$ cat src/common/mcfg_pkg.sv
// Function
// - FEC bit enables coded, interleaved payload
// - Preamble code selects minimum preamble byte count
// - Channel offset from spacing mantissa, exponent, channel
// - FSK deviation from deviation mantissa and exponent
// - MSK uses mantissa as phase change fraction
// - Rx timeout is event period shifted down
// - Wake duty cycle halves per timeout code
// - Timer expiry keeps rx on sync or quality
// - Signal strength bit ends rx without carrier
`default_nettype none
package mcfg_pkg;

  // Register port geometry
  localparam int unsigned ADDR_W = 6;
  localparam int unsigned DATA_W = 8;

  // Register offsets
  localparam logic [5:0] ADDR_FEC_PREAMBLE   = 6'h13;
  localparam logic [5:0] ADDR_CHANNEL_NUMBER_SPACING   = 6'h14;
  localparam logic [5:0] ADDR_DEVIATION      = 6'h15;
  localparam logic [5:0] ADDR_RX_TIMEOUT     = 6'h16;

  // Values after reset
  localparam logic [7:0] RST_FEC_PREAMBLE    = 8'h22;
  localparam logic [7:0] RST_CHANNEL_NUMBER_SPACING    = 8'hF8;
  localparam logic [7:0] RST_DEVIATION       = 8'h47;
  localparam logic [7:0] RST_RX_TIMEOUT      = 8'h07;

  // Writable bits; the rest are reserved
  localparam logic [7:0] WMASK_FEC_PREAMBLE  = 8'hF3;
  localparam logic [7:0] WMASK_CHANNEL_NUMBER_SPACING  = 8'hFF;
  localparam logic [7:0] WMASK_DEVIATION     = 8'h77;
  localparam logic [7:0] WMASK_RX_TIMEOUT    = 8'h1F;

  // Field positions
  localparam int unsigned FEC_BIT            = 7;
  localparam int unsigned PREAMBLE_LSB       = 4;
  localparam int unsigned SPACING_EXP_LSB    = 0;
  localparam int unsigned DEV_EXP_LSB        = 4;
  localparam int unsigned DEV_MANT_LSB       = 0;
  localparam int unsigned RSSI_TERM_BIT      = 4;
  localparam int unsigned QUAL_BIT           = 3;
  localparam int unsigned RX_TIME_LSB        = 0;

  // Arithmetic constants
  localparam logic [8:0] SPACING_IMPLICIT    = 9'h100;
  localparam logic [3:0] DEV_IMPLICIT        = 4'h8;
  localparam logic [2:0] RX_TIME_NONE        = 3'h7;
  localparam logic [3:0] RX_TIME_BASE_SHIFT  = 4'h3;
  localparam logic [3:0] ASK_CS_SYMBOLS      = 4'h8;

  // Preamble byte count per code 0..7
  localparam logic [7:0][4:0] PREAMBLE_BYTES = {
    5'h18, 5'h10, 5'h0C, 5'h08, 5'h06, 5'h04, 5'h03, 5'h02
  };

endpackage
`default_nettype wire

$ cat src/core/mcfg_channel_number_calc.sv
`timescale 1ns/1ps
`default_nettype none
module mcfg_channel_number_calc
  import mcfg_pkg::*;
(
  // Clock and reset
  input  wire logic        i_clk,
  input  wire logic        i_nrst,
  // Spacing fields and channel
  input  wire logic [7:0]  i_mantissa,
  input  wire logic [1:0]  i_exponent,
  input  wire logic [7:0]  i_channel_number,
  // Offset in units of crystal / 2^18
  output logic      [19:0] o_channel_offset
);

  typedef struct packed {
    logic [19:0] offset;
  } mcfg_channel_number_state_t;

  mcfg_channel_number_state_t state_q;
  mcfg_channel_number_state_t state_d;
  logic [11:0]      spacing_w;

  // Spacing word with implicit leading one, scaled by exponent
  always_comb begin
    spacing_w        = 12'({3'h0, SPACING_IMPLICIT + {1'b0, i_mantissa}} << i_exponent);
    state_d          = state_q;
    // Both factors widened first so the product keeps all twenty bits
    state_d.offset   = {8'h00, spacing_w} * {12'h000, i_channel_number};
  end

  // Registered so the product leaves on a flop
  always_ff @(posedge i_clk or negedge i_nrst) begin
    if (!i_nrst) begin
      state_q <= '0;
    end else begin
      state_q <= state_d;
    end
  end

  assign o_channel_offset = state_q.offset;

endmodule
`default_nettype wire

$ cat src/core/mcfg_dev_calc.sv
`timescale 1ns/1ps
`default_nettype none
module mcfg_dev_calc
  import mcfg_pkg::*;
(
  // Clock and reset
  input  wire logic        i_clk,
  input  wire logic        i_nrst,
  // Deviation fields and modulation
  input  wire logic [2:0]  i_mantissa,
  input  wire logic [2:0]  i_exponent,
  input  wire logic        i_msk_mode,
  // Results
  output logic      [10:0] o_deviation_word,
  output logic      [2:0]  o_phase_change_fraction
);

  typedef struct packed {
    logic [10:0] dev;
    logic [2:0]  frac;
  } mcfg_dev_state_t;

  mcfg_dev_state_t state_q;
  mcfg_dev_state_t state_d;

  // Mantissa means deviation or phase fraction, never both
  always_comb begin
    state_d = state_q;
    if (i_msk_mode) begin
      state_d.dev  = '0;
      state_d.frac = i_mantissa;
    end else begin
      state_d.dev  = 11'({7'h0, DEV_IMPLICIT + {1'b0, i_mantissa}} << i_exponent);
      state_d.frac = '0;
    end
  end

  // Output flops
  always_ff @(posedge i_clk or negedge i_nrst) begin
    if (!i_nrst) begin
      state_q <= '0;
    end else begin
      state_q <= state_d;
    end
  end

  assign o_deviation_word        = state_q.dev;
  assign o_phase_change_fraction = state_q.frac;

endmodule
`default_nettype wire

$ cat src/core/mcfg_top.sv
`timescale 1ns/1ps
`default_nettype none
module mcfg_top
  import mcfg_pkg::*;
(
  // Clock and reset
  input  wire logic        i_clk,
  input  wire logic        i_nrst,

  // Register port, same clock domain as the core
  input  wire logic [5:0]  i_reg_addr,
  input  wire logic        i_reg_wr,
  input  wire logic        i_reg_rd,
  input  wire logic [7:0]  i_reg_wdata,
  output logic      [7:0]  o_reg_rdata,
  output logic             o_reg_rvalid,

  // Radio context from neighbouring logic
  input  wire logic [7:0]  i_channel_number,
  input  wire logic        i_msk_mode,
  input  wire logic        i_ask_mode,
  input  wire logic [1:0]  i_wake_resolution,
  input  wire logic [15:0] i_wake_event_period,

  // Receive path events
  input  wire logic        i_rx_start,
  input  wire logic        i_end_of_packet,
  input  wire logic        i_sync_found,
  input  wire logic        i_preamble_quality_indicator,
  input  wire logic        i_carrier_sense,
  input  wire logic        i_cs_valid,
  input  wire logic        i_symbol_tick,

  // Modem configuration outputs
  output logic             o_error_correction_enable,
  output logic      [4:0]  o_preamble_bytes,
  output logic      [19:0] o_channel_offset,
  output logic      [10:0] o_deviation_word,
  output logic      [2:0]  o_phase_change_fraction,

  // Receive timeout outputs
  output logic             o_rx_active,
  output logic             o_rx_end,
  output logic             o_rx_timed_out,
  output logic      [3:0]  o_wor_duty_shift,
  output logic             o_wor_duty_valid
);

  // Receive control states
  typedef enum logic [2:0] {
    RX_IDLE  = 3'b001,
    RX_TIMED = 3'b010,
    RX_HOLD  = 3'b100
  } mcfg_rx_st_t;

  // Whole module state in one word
  typedef struct packed {
    mcfg_rx_st_t rx_st;
    logic [7:0]  fec_pre;
    logic [7:0]  spacing;
    logic [7:0]  deviation;
    logic [7:0]  rx_ctrl;
    logic [7:0]  rdata;
    logic        rvalid;
    logic [15:0] timer;
    logic [3:0]  sym_cnt;
    logic        cs_open;
    logic        sync_seen;
    logic        rx_end;
    logic        timed_out;
    logic        fec;
    logic [4:0]  pre_bytes;
    logic [3:0]  duty_shift;
    logic        duty_valid;
  } mcfg_state_t;

  mcfg_state_t state_q;
  mcfg_state_t state_d;

  // Field views of the stored registers
  logic [2:0]  rx_time_w;
  logic        qual_w;
  logic        rssi_term_w;
  logic [2:0]  pre_code_w;
  logic [3:0]  shift_w;
  logic [15:0] shifted_w;
  logic [15:0] timeout_w;
  logic        keep_w;
  logic        cs_fail_w;
  logic [3:0]  sym_next_w;

  assign rx_time_w   = state_q.rx_ctrl[RX_TIME_LSB +: 3];
  assign qual_w      = state_q.rx_ctrl[QUAL_BIT];
  assign rssi_term_w = state_q.rx_ctrl[RSSI_TERM_BIT];
  assign pre_code_w  = state_q.fec_pre[PREAMBLE_LSB +: 3];

  // Shift gives both timeout divisor and duty cycle exponent
  assign shift_w   = {1'b0, rx_time_w} + RX_TIME_BASE_SHIFT + {2'b00, i_wake_resolution};
  assign shifted_w = i_wake_event_period >> shift_w;

  // A zero-length window would never arm; clamp to one cycle
  assign timeout_w = (shifted_w == 16'h0000) ? 16'h0001 : shifted_w;

  // Expiry keeps rx if sync seen, or quality when qualified
  assign keep_w = state_q.sync_seen | i_sync_found
                | (qual_w & i_preamble_quality_indicator);

  // Carrier decision: ASK counts symbols, others use detector strobe
  assign sym_next_w = state_q.sym_cnt + 4'h1;
  always_comb begin
    cs_fail_w = 1'b0;
    if (state_q.cs_open) begin
      if (i_ask_mode) begin
        if (i_symbol_tick && (sym_next_w == ASK_CS_SYMBOLS)) begin
          cs_fail_w = ~i_carrier_sense;
        end
      end else if (i_cs_valid) begin
        cs_fail_w = ~i_carrier_sense;
      end
    end
  end

  // Next state
  always_comb begin
    state_d           = state_q;
    state_d.rx_end    = 1'b0;
    state_d.timed_out = 1'b0;
    state_d.rvalid    = 1'b0;

    // Writes keep only defined bits
    if (i_reg_wr) begin
      case (i_reg_addr)
        ADDR_FEC_PREAMBLE: begin
          state_d.fec_pre = i_reg_wdata & WMASK_FEC_PREAMBLE;
        end
        ADDR_CHANNEL_NUMBER_SPACING: begin
          state_d.spacing = i_reg_wdata & WMASK_CHANNEL_NUMBER_SPACING;
        end
        ADDR_DEVIATION: begin
          state_d.deviation = i_reg_wdata & WMASK_DEVIATION;
        end
        ADDR_RX_TIMEOUT: begin
          state_d.rx_ctrl = i_reg_wdata & WMASK_RX_TIMEOUT;
        end
        default: begin
        end
      endcase
    end

    // Reads answer one cycle later; unmapped reads return zero
    if (i_reg_rd) begin
      state_d.rvalid = 1'b1;
      case (i_reg_addr)
        ADDR_FEC_PREAMBLE: begin
          state_d.rdata = state_q.fec_pre;
        end
        ADDR_CHANNEL_NUMBER_SPACING: begin
          state_d.rdata = state_q.spacing;
        end
        ADDR_DEVIATION: begin
          state_d.rdata = state_q.deviation;
        end
        ADDR_RX_TIMEOUT: begin
          state_d.rdata = state_q.rx_ctrl;
        end
        default: begin
          state_d.rdata = 8'h00;
        end
      endcase
    end

    // Decoded configuration, one cycle behind the register
    state_d.fec        = state_q.fec_pre[FEC_BIT];
    state_d.pre_bytes  = PREAMBLE_BYTES[pre_code_w];
    state_d.duty_shift = shift_w;
    state_d.duty_valid = (rx_time_w != RX_TIME_NONE);

    // Symbol counting for the ASK carrier window
    if (state_q.cs_open && i_ask_mode && i_symbol_tick) begin
      state_d.sym_cnt = sym_next_w;
      if (sym_next_w == ASK_CS_SYMBOLS) begin
        state_d.cs_open = 1'b0;
      end
    end
    if (state_q.cs_open && !i_ask_mode && i_cs_valid) begin
      state_d.cs_open = 1'b0;
    end

    // Sync is sticky for the whole reception
    if (i_sync_found) begin
      state_d.sync_seen = 1'b1;
    end

    // Receive timeout sequencing
    unique case (state_q.rx_st)
      RX_IDLE: begin
        if (i_rx_start) begin
          state_d.sync_seen = i_sync_found;
          state_d.sym_cnt   = 4'h0;
          state_d.cs_open   = rssi_term_w;
          state_d.timer     = timeout_w;
          if (rx_time_w == RX_TIME_NONE) begin
            state_d.rx_st = RX_HOLD;
          end else begin
            state_d.rx_st = RX_TIMED;
          end
        end else begin
          state_d.cs_open = 1'b0;
        end
      end
      RX_TIMED: begin
        if (i_end_of_packet) begin
          state_d.rx_end  = 1'b1;
          state_d.cs_open = 1'b0;
          state_d.rx_st   = RX_IDLE;
        end else if (cs_fail_w) begin
          state_d.rx_end  = 1'b1;
          state_d.cs_open = 1'b0;
          state_d.rx_st   = RX_IDLE;
        end else if (state_q.timer == 16'h0001) begin
          // Counter stops at one; expiry is decided on this edge
          if (keep_w) begin
            state_d.rx_st = RX_HOLD;
          end else begin
            state_d.rx_end    = 1'b1;
            state_d.timed_out = 1'b1;
            state_d.cs_open   = 1'b0;
            state_d.rx_st     = RX_IDLE;
          end
        end else begin
          state_d.timer = state_q.timer - 16'h0001;
        end
      end
      RX_HOLD: begin
        // No timer here: only packet end or carrier loss closes
        if (i_end_of_packet) begin
          state_d.rx_end  = 1'b1;
          state_d.cs_open = 1'b0;
          state_d.rx_st   = RX_IDLE;
        end else if (cs_fail_w) begin
          state_d.rx_end  = 1'b1;
          state_d.cs_open = 1'b0;
          state_d.rx_st   = RX_IDLE;
        end
      end
      // Illegal one-hot codes fall back to idle
      // Carrier window is closed so a stale check cannot fire
      default: begin
        state_d.rx_st   = RX_IDLE;
        state_d.cs_open = 1'b0;
      end
    endcase
  end

  // State register
  // Reset loads constants only, so the reset tree stays simple
  always_ff @(posedge i_clk or negedge i_nrst) begin
    if (!i_nrst) begin
      state_q            <= '0;
      state_q.rx_st      <= RX_IDLE;
      state_q.fec_pre    <= RST_FEC_PREAMBLE;
      state_q.spacing    <= RST_CHANNEL_NUMBER_SPACING;
      state_q.deviation  <= RST_DEVIATION;
      state_q.rx_ctrl    <= RST_RX_TIMEOUT;
      state_q.pre_bytes  <= PREAMBLE_BYTES[RST_FEC_PREAMBLE[PREAMBLE_LSB +: 3]];
      state_q.duty_shift <= {1'b0, RX_TIME_NONE} + RX_TIME_BASE_SHIFT;
    end else begin
      state_q <= state_d;
    end
  end

  // Channel offset product, kept apart for its multiplier
  mcfg_channel_number_calc u_channel_number (
    .i_clk            (i_clk),
    .i_nrst           (i_nrst),
    .i_mantissa       (state_q.spacing),
    .i_exponent       (state_q.fec_pre[SPACING_EXP_LSB +: 2]),
    .i_channel_number (i_channel_number),
    .o_channel_offset (o_channel_offset)
  );

  // Deviation or MSK phase fraction
  mcfg_dev_calc u_dev (
    .i_clk                   (i_clk),
    .i_nrst                  (i_nrst),
    .i_mantissa              (state_q.deviation[DEV_MANT_LSB +: 3]),
    .i_exponent              (state_q.deviation[DEV_EXP_LSB +: 3]),
    .i_msk_mode              (i_msk_mode),
    .o_deviation_word        (o_deviation_word),
    .o_phase_change_fraction (o_phase_change_fraction)
  );

  // Outputs straight from flops
  // Active is a decode of the state flop, free of glitches between codes
  assign o_reg_rdata               = state_q.rdata;
  assign o_reg_rvalid              = state_q.rvalid;
  assign o_error_correction_enable = state_q.fec;
  assign o_preamble_bytes          = state_q.pre_bytes;
  assign o_rx_active               = (state_q.rx_st != RX_IDLE);
  assign o_rx_end                  = state_q.rx_end;
  assign o_rx_timed_out            = state_q.timed_out;
  assign o_wor_duty_shift          = state_q.duty_shift;
  assign o_wor_duty_valid          = state_q.duty_valid;

endmodule
`default_nettype wire

$ cat config.mk
export PLATFORM = sky130hd
export DESIGN_NAME = mcfg_top
export DESIGN_NICKNAME = d
export VERILOG_FILES = /design/src/common/mcfg_pkg.sv /design/src/core/mcfg_channel_number_calc.sv /design/src/core/mcfg_dev_calc.sv /design/src/core/mcfg_top.sv
export SDC_FILE = /design/constraint.sdc
export NUM_CORES = 1
export LEC_CHECK = 0
export BUFFER_PORTS_ARGS = -buffer_cell sky130_fd_sc_hd__buf_2
export CORE_ASPECT_RATIO = 0.7
export CORE_UTILIZATION = 40
export CTS_CLUSTER_DIAMETER = 120
export DETAILED_ROUTE_END_ITERATION = 16
export SETUP_SLACK_MARGIN = 0.1
export SYNTH_ARGS = -nofsm -noshare
export SYNTH_HDL_FRONTEND = slang
export SYNTH_SLANG_ARGS = --single-unit
$ cat constraint.sdc
create_clock -name i_clk -period 5 [get_ports i_clk]
set_input_delay 0.25 -clock i_clk [delete_from_list [all_inputs] [get_ports i_clk]]
set_output_delay 0.25 -clock i_clk [all_outputs]
set_load 0.1 [all_outputs]
== Word-level counts from Yosys, hierarchy flattened ==
Memories as Yosys holds them, arrays and structs flattened. A register that Yosys moved wholly into a read port is not among the register bits.
Index checks and enable logic that the tools add are counted.

* Bits in registers: 101
* Memory bits (read-only): 40
* Bits of input ports: 53
* Output and inout port bits: 57
* Memories: 1

{| class="wikitable"
|+ Memory list
! name !! depth !! width !! read ports !! clocked after Yosys merged registers in !! write ports !! line !! text
|-
| (no name shown) || 8 || 5 || 1 || 1 || 0 || mcfg_top.sv:174 || <nowiki>state_d.pre_bytes = PREAMBLE_BYTES[pre_code_w];</nowiki>
|}

* Add/sub/neg operators: 6
* Multiply operators: 1
* Equal/unequal tests: 18
* Shift-type cells: 3
* Muxes and demuxes: 47
* Bitwise gates (word level): 4
* Reduce and logical (&&, ||, !) cells: 15

{| class="wikitable"
|+ Operator list
! cell !! count
|-
| $mux 16 || 4
|-
| $pmux 16 s2 || 1
|-
| $pmux 8 s4 || 1
|-
| $eq 6x5->1 const B || 4
|-
| $mux 1 || 24
|-
| $mux 3 || 8
|-
| $mul 12x8->20 || 1
|-
| $mux 20 || 1
|-
| $eq 16x1->1 const B || 1
|-
| $logic_not 16->1 || 1
|-
| $shr 16x4->16 || 1
|-
| $sub 16x1->16 const B || 1
|-
| $mux 14 || 1
|-
| $shl 9x2->12 || 1
|-
| $shl 4x3->11 || 1
|-
| $add 9x8->9 const A || 1
|-
| $pmux 3 s3 || 1
|-
| $ne 2x2->1 const B || 4
|-
| $reduce_and 2->1 || 4
|-
| $eq 3x3->1 const B || 2
|-
| $ne 3x3->1 const B || 2
|-
| $logic_and 1x1->1 || 5
|-
| $mux 5 || 1
|-
| $reduce_and 5->1 || 1
|-
| 19 further kinds || 22
|}

== Depth between registers and ports, before layout ==
* Depth in word-level cells: 10
* Depth in mapped cells: 21

== Hierarchy ==
Synthesis repeated with hierarchy kept, for this count alone.

* Cell total of the unflattened synthesis: 928
* Area, all modules: 8,874.8 µm²

{| class="wikitable"
|+ By module, submodules not included
! module !! times used !! cells each !! area an instance (µm²) !! sequential area each (µm²)
|-
| mcfg_top || 1 || 443 || 4,362.9 || 1,824.2
|-
| mcfg_channel_number_calc || 1 || 428 || 3,875.0 || 500.5
|-
| mcfg_dev_calc || 1 || 57 || 636.9 || 350.3
|}

== Least setup slack after synthesis ==
Ideal clock, no wire load.

* Kind: reg2reg
* From: register state_q[69] (netlist name)
* To: register u_channel_number.state_q (netlist bit u_channel_number.o_channel_offset[15])
* Setup time: 0.080 ns
* Data arrival time: 5.188 ns
* Data required time: 4.920 ns
* Setup slack: -0.268 ns
* Stages on the path, launching flop included: 17
* Period minus slack after synthesis: 5.268 ns
* Cells stage by stage: dfstp_2 > clkbuf_1 > mux4_2 > and2_1 > fa_1 > fa_1 > fa_1 > inv_1 > fa_1 > inv_1 > ha_1 > and2_1 > a22oi_1 > nor3b_1 > a21oi_1 > a21oi_1 > xnor2_1

{| class="wikitable"
|+ RTL lines
! item !! line !! text
|-
| from (decl) || mcfg_top.sv:77 || <nowiki>mcfg_state_t state_q;</nowiki>
|-
| from (signal assigned) || mcfg_top.sv:268 || <nowiki>state_q <= state_d;</nowiki>
|-
| to (signal assigned) || mcfg_channel_number_calc.sv:38 || <nowiki>state_q <= state_d;</nowiki>
|-
| to (decl) || mcfg_channel_number_calc.sv:21 || <nowiki>mcfg_channel_number_state_t state_q;</nowiki>
|}

==> results.md <==
* Status: finished clean
* Hold Crit Depth at 1
* Setup TNS at 0 ns
* Initial Util at 0.410
* Residual DRC at 0
* Unrepaired setup endpoints after global routing: yes
* CTS sink count at 106
* Post-Syn Area at 0.00856 mm2
* Hold_sp: i_reg_rd
* Worst-Skew Late Latency at 0.36 ns
* Period utilisation layout at 0.988
* Seq cells post-synth at 106
* WP data arrival at 5.18 ns
* Clk pin slew, worst setup/hold paths at 0.08 ns
* Fin. max-slew vios at 0
* # rows at 44
* Synth unique cells at 68
* WL met3 at 745 um
* Syn_nets at 1,065
* Vias at 6,605
* EDFF count, synth at 0
* Met2 WL at 7.88 mm
* Final #Nets at 1,182
* Area share of the largest cell type after synthesis at 0.257
* Synthesized instance count at 905
* Vias per cell at 5.07
* ANT nets after route at 0
* Layout fillers at 1,996
* Max-Cap Viols at 0
* Mean Syn Cell Area at 9.46 um2
* N_diodes at 0
* Hold Slack at 0.116 ns
* Final hold violations at 0
* CP startpoint kind: register
* Slew headroom at 0.388
* Leakage at 4.93 nW
* Commonest cells post-synth: inv_1 (114), dfrtp_1 (88), and2_1 (79), fa_1 (61), nand2_1 (58)
* Iteration-0 DRC Markers at 324
* First-pass GRT wire length at 32.9 mm
* H-tree Lvls at 3
* Largest net degree at the start of global routing at 65
* Top-count cell post-synth: inv_1
* GR Overflow Total at 0
* Reg-to-Reg Start: state_q[69]
* Gr usage total at 0.186
* WL/cell at 14.9 um
* RR Endpoint: u_channel_number.o_channel_offset[14]
* DR pass1 iterations at 5
* Largest cells by area after synthesis: dfrtp_1 (26%), fa_1 (14%), ha_1 (6.7%)
* Critical path capture point type: register
* CORE AREA at 0.0209 mm2
* Die Area at 0.0220 mm2
* Worst EP required at 5.24 ns
* R2R depth at 17
* Async SR Flop Fraction at 1.00
* RD Place Congestion at 0.845
* CTS Buf Count at 9
* Setup CP Type: reg2reg
* Drt total wl at 19.4 mm
* Worst R2R Setup Slack at 0.06 ns
* Clk_skew at 0.0127 ns
* Final setup fails at 0
* Sequential-to-total area share from yosys stat at 0.313
* Critical path fanouts, max at 5
* Dpl hpwl at 15.0 mm
* Fin crit period at 4.94 ns
* Largest area contributor in the netlist: dfrtp_1
* I/O pin cnt at 110
* Port bufs at 109
* Peak Freq at 0.202 GHz
* Top Metal Used: met4
* Final Power at 0.00600 W
* Hold Path Sink: o_reg_rvalid
* Layout cells sized above 1 at 0.277
* Most used DFF post-synth: dfrtp_1
* Met1 WL at 10.6 mm
* Maximum vdd drop at 0.000393 V
* HP Class: in2reg
* Vias in the first global route at 6,413
* Initial antenna violation count at 0
* CTS tree: yes
* Root Buffer: clkbuf_16
* Synth warn at 0
* Slew at the pin closest to its max-slew limit at 0.915 ns
* CTS max path bufs at 2
* Die height at 124 um
* Layout area overhead at 18.6%
* PwrDens at 591 mW/mm2
* DIE WIDTH at 177 um
## timing repair
item	CTS	global route
pin swaps	29	34
setup endpoints to repair	8	9
resized for setup	29	39
setup buffers	7	4
hold endpoints to repair	39	0
hold buffers	1	0
## flip-flops by register name, indices dropped and copies added (netlist names)
name,flops
o_rx_end,1
u_dev.o_deviation_word,11
o_reg_rdata,8
o_reg_rvalid,1
rssi_term_w,1
qual_w,1
o_error_correction_enable,1
o_preamble_bytes,5
o_rx_timed_out,1
o_wor_duty_valid,1
o_wor_duty_shift,4
state_q,41
rx_time_w,3
state_d,1
u_dev.o_phase_change_fraction,3
pre_code_w,3
u_channel_number.o_channel_offset,20
## metal layers
| layer | vias to the layer above | GRT usage |
|---|---|---|
| li1 | 3264 | - |
| met1 | 3197 | 0.300 |
| met2 | 133 | 0.259 |
| met3 | 11 | 0.0317 |
| met4 | 0 | 0.0319 |
| met5 | - | 0 |
## cell families (layout without fill, tap and decap cells)
kind of cell | Yosys count | after routing | share of synthesized area
simple gates | 277 | 277 | 0.171
mux | 59 | 59 | 0.0797
flops | 106 | 106 | 0.313
fa+ha+maj | 107 | 107 | 0.210
buf+inv | 167 | 289 | 0.0857
compound gates | 170 | 170 | 0.122
xor+xnor | 19 | 19 | 0.0194
## worst max-delay path by stage
stage	start	endpoint	slack, ns
detailed placement	state_q[69]	u_channel_number.o_channel_offset[19]	-0.12
CTS	state_q[69]	u_channel_number.o_channel_offset[18]	0.10
global placement	state_q[69]	u_channel_number.o_channel_offset[18]	-0.04
floorplan	state_q[69]	u_channel_number.o_channel_offset[19]	0.11
finish	state_q[69]	u_channel_number.o_channel_offset[14]	0.06
global route	state_q[69]	u_channel_number.o_channel_offset[14]	-0.09
## layout make-up
class	count	area, um2	share of cell area
Multi-Input combinational cell	632	5430	0.535
Sequential cell	106	2680	0.263
Timing Repair Buffer	159	966	0.0951
Inverter	114	428	0.0421
Tap cell	276	345	0.0340
Clock buffer	9	225	0.0222
Clock inverter	7	86.3	0.00850
## stage by stage
step / setup slack [ns] / instances / util / cell area [um2]
4_1_cts: 0.101 / 1299 / 0.477 / 9960
3_3_place_gp: -0.0406 / 1275 / 0.454 / 9470
2_1_floorplan: 0.114 / 905 / - / 8590
5_1_grt: -0.0941 / 1303 / 0.487 / 10200
3_5_place_dp: -0.117 / 1275 / 0.454 / 9470
6_report: 0.0612 / 1303 / 0.487 / 10200
## power breakdown
part / internal, W / switching, W / total, W / leakage (nW)
registers: 0.00108 / 0.000136 / 0.00121 / 1.34
clock network: 0.000362 / 0.000381 / 0.000743 / 0.151
logic: 0.00162 / 0.00243 / 0.00405 / 3.44
total: 0.00306 / 0.00295 / 0.00600 / 4.93
## cell usage in the layout (no fill, tap or decap), types with 4 or more instances in the layout
cell type	synthesis	routed
and2_1	79	74
inv_2	0	6
and2_4	0	6
nor4_1	9	8
dfstp_2	18	18
mux2_2	27	27
nor3b_1	6	4
xor2_1	7	7
mux4_2	4	4
mux2_1	6	6
buf_6	3	4
nor3_1	15	14
nor2_1	57	55
xnor2_1	12	12
o21ai_0	26	21
o21ai_2	1	6
o22ai_1	10	10
buf_4	20	44
buf_2	4	108
a21oi_1	43	36
dfrtp_1	88	88
mux2i_1	22	16
a31oi_1	9	9
fa_1	61	60
o211ai_1	4	4
and3_1	10	10
mux2i_4	0	4
a22oi_1	11	10
o21ai_1	31	30
nand2_1	58	56
clkbuf_16	0	9
a21oi_2	0	7
inv_1	114	108
nor2b_1	7	7
a21o_1	6	6
ha_4	0	7
nand3_1	11	11
ha_1	46	39
nand2b_1	6	6
## worst max-delay path: stages (launching register included)
cell and delay, ns:
dfstp_2 0.58, mux4_2 0.59, buf_6 0.17, buf_6 0.10, and2_4 0.15, fa_1 0.56, fa_1 0.44, fa_1 0.49
inv_1 0.05, fa_1 0.52, inv_2 0.05, ha_4 0.26, buf_4 0.13, nand2_1 0.06, o211ai_1 0.30, buf_4 0.19
o21ai_1 0.07, xnor2_1 0.12
Power figures use the tool's default switching activity.
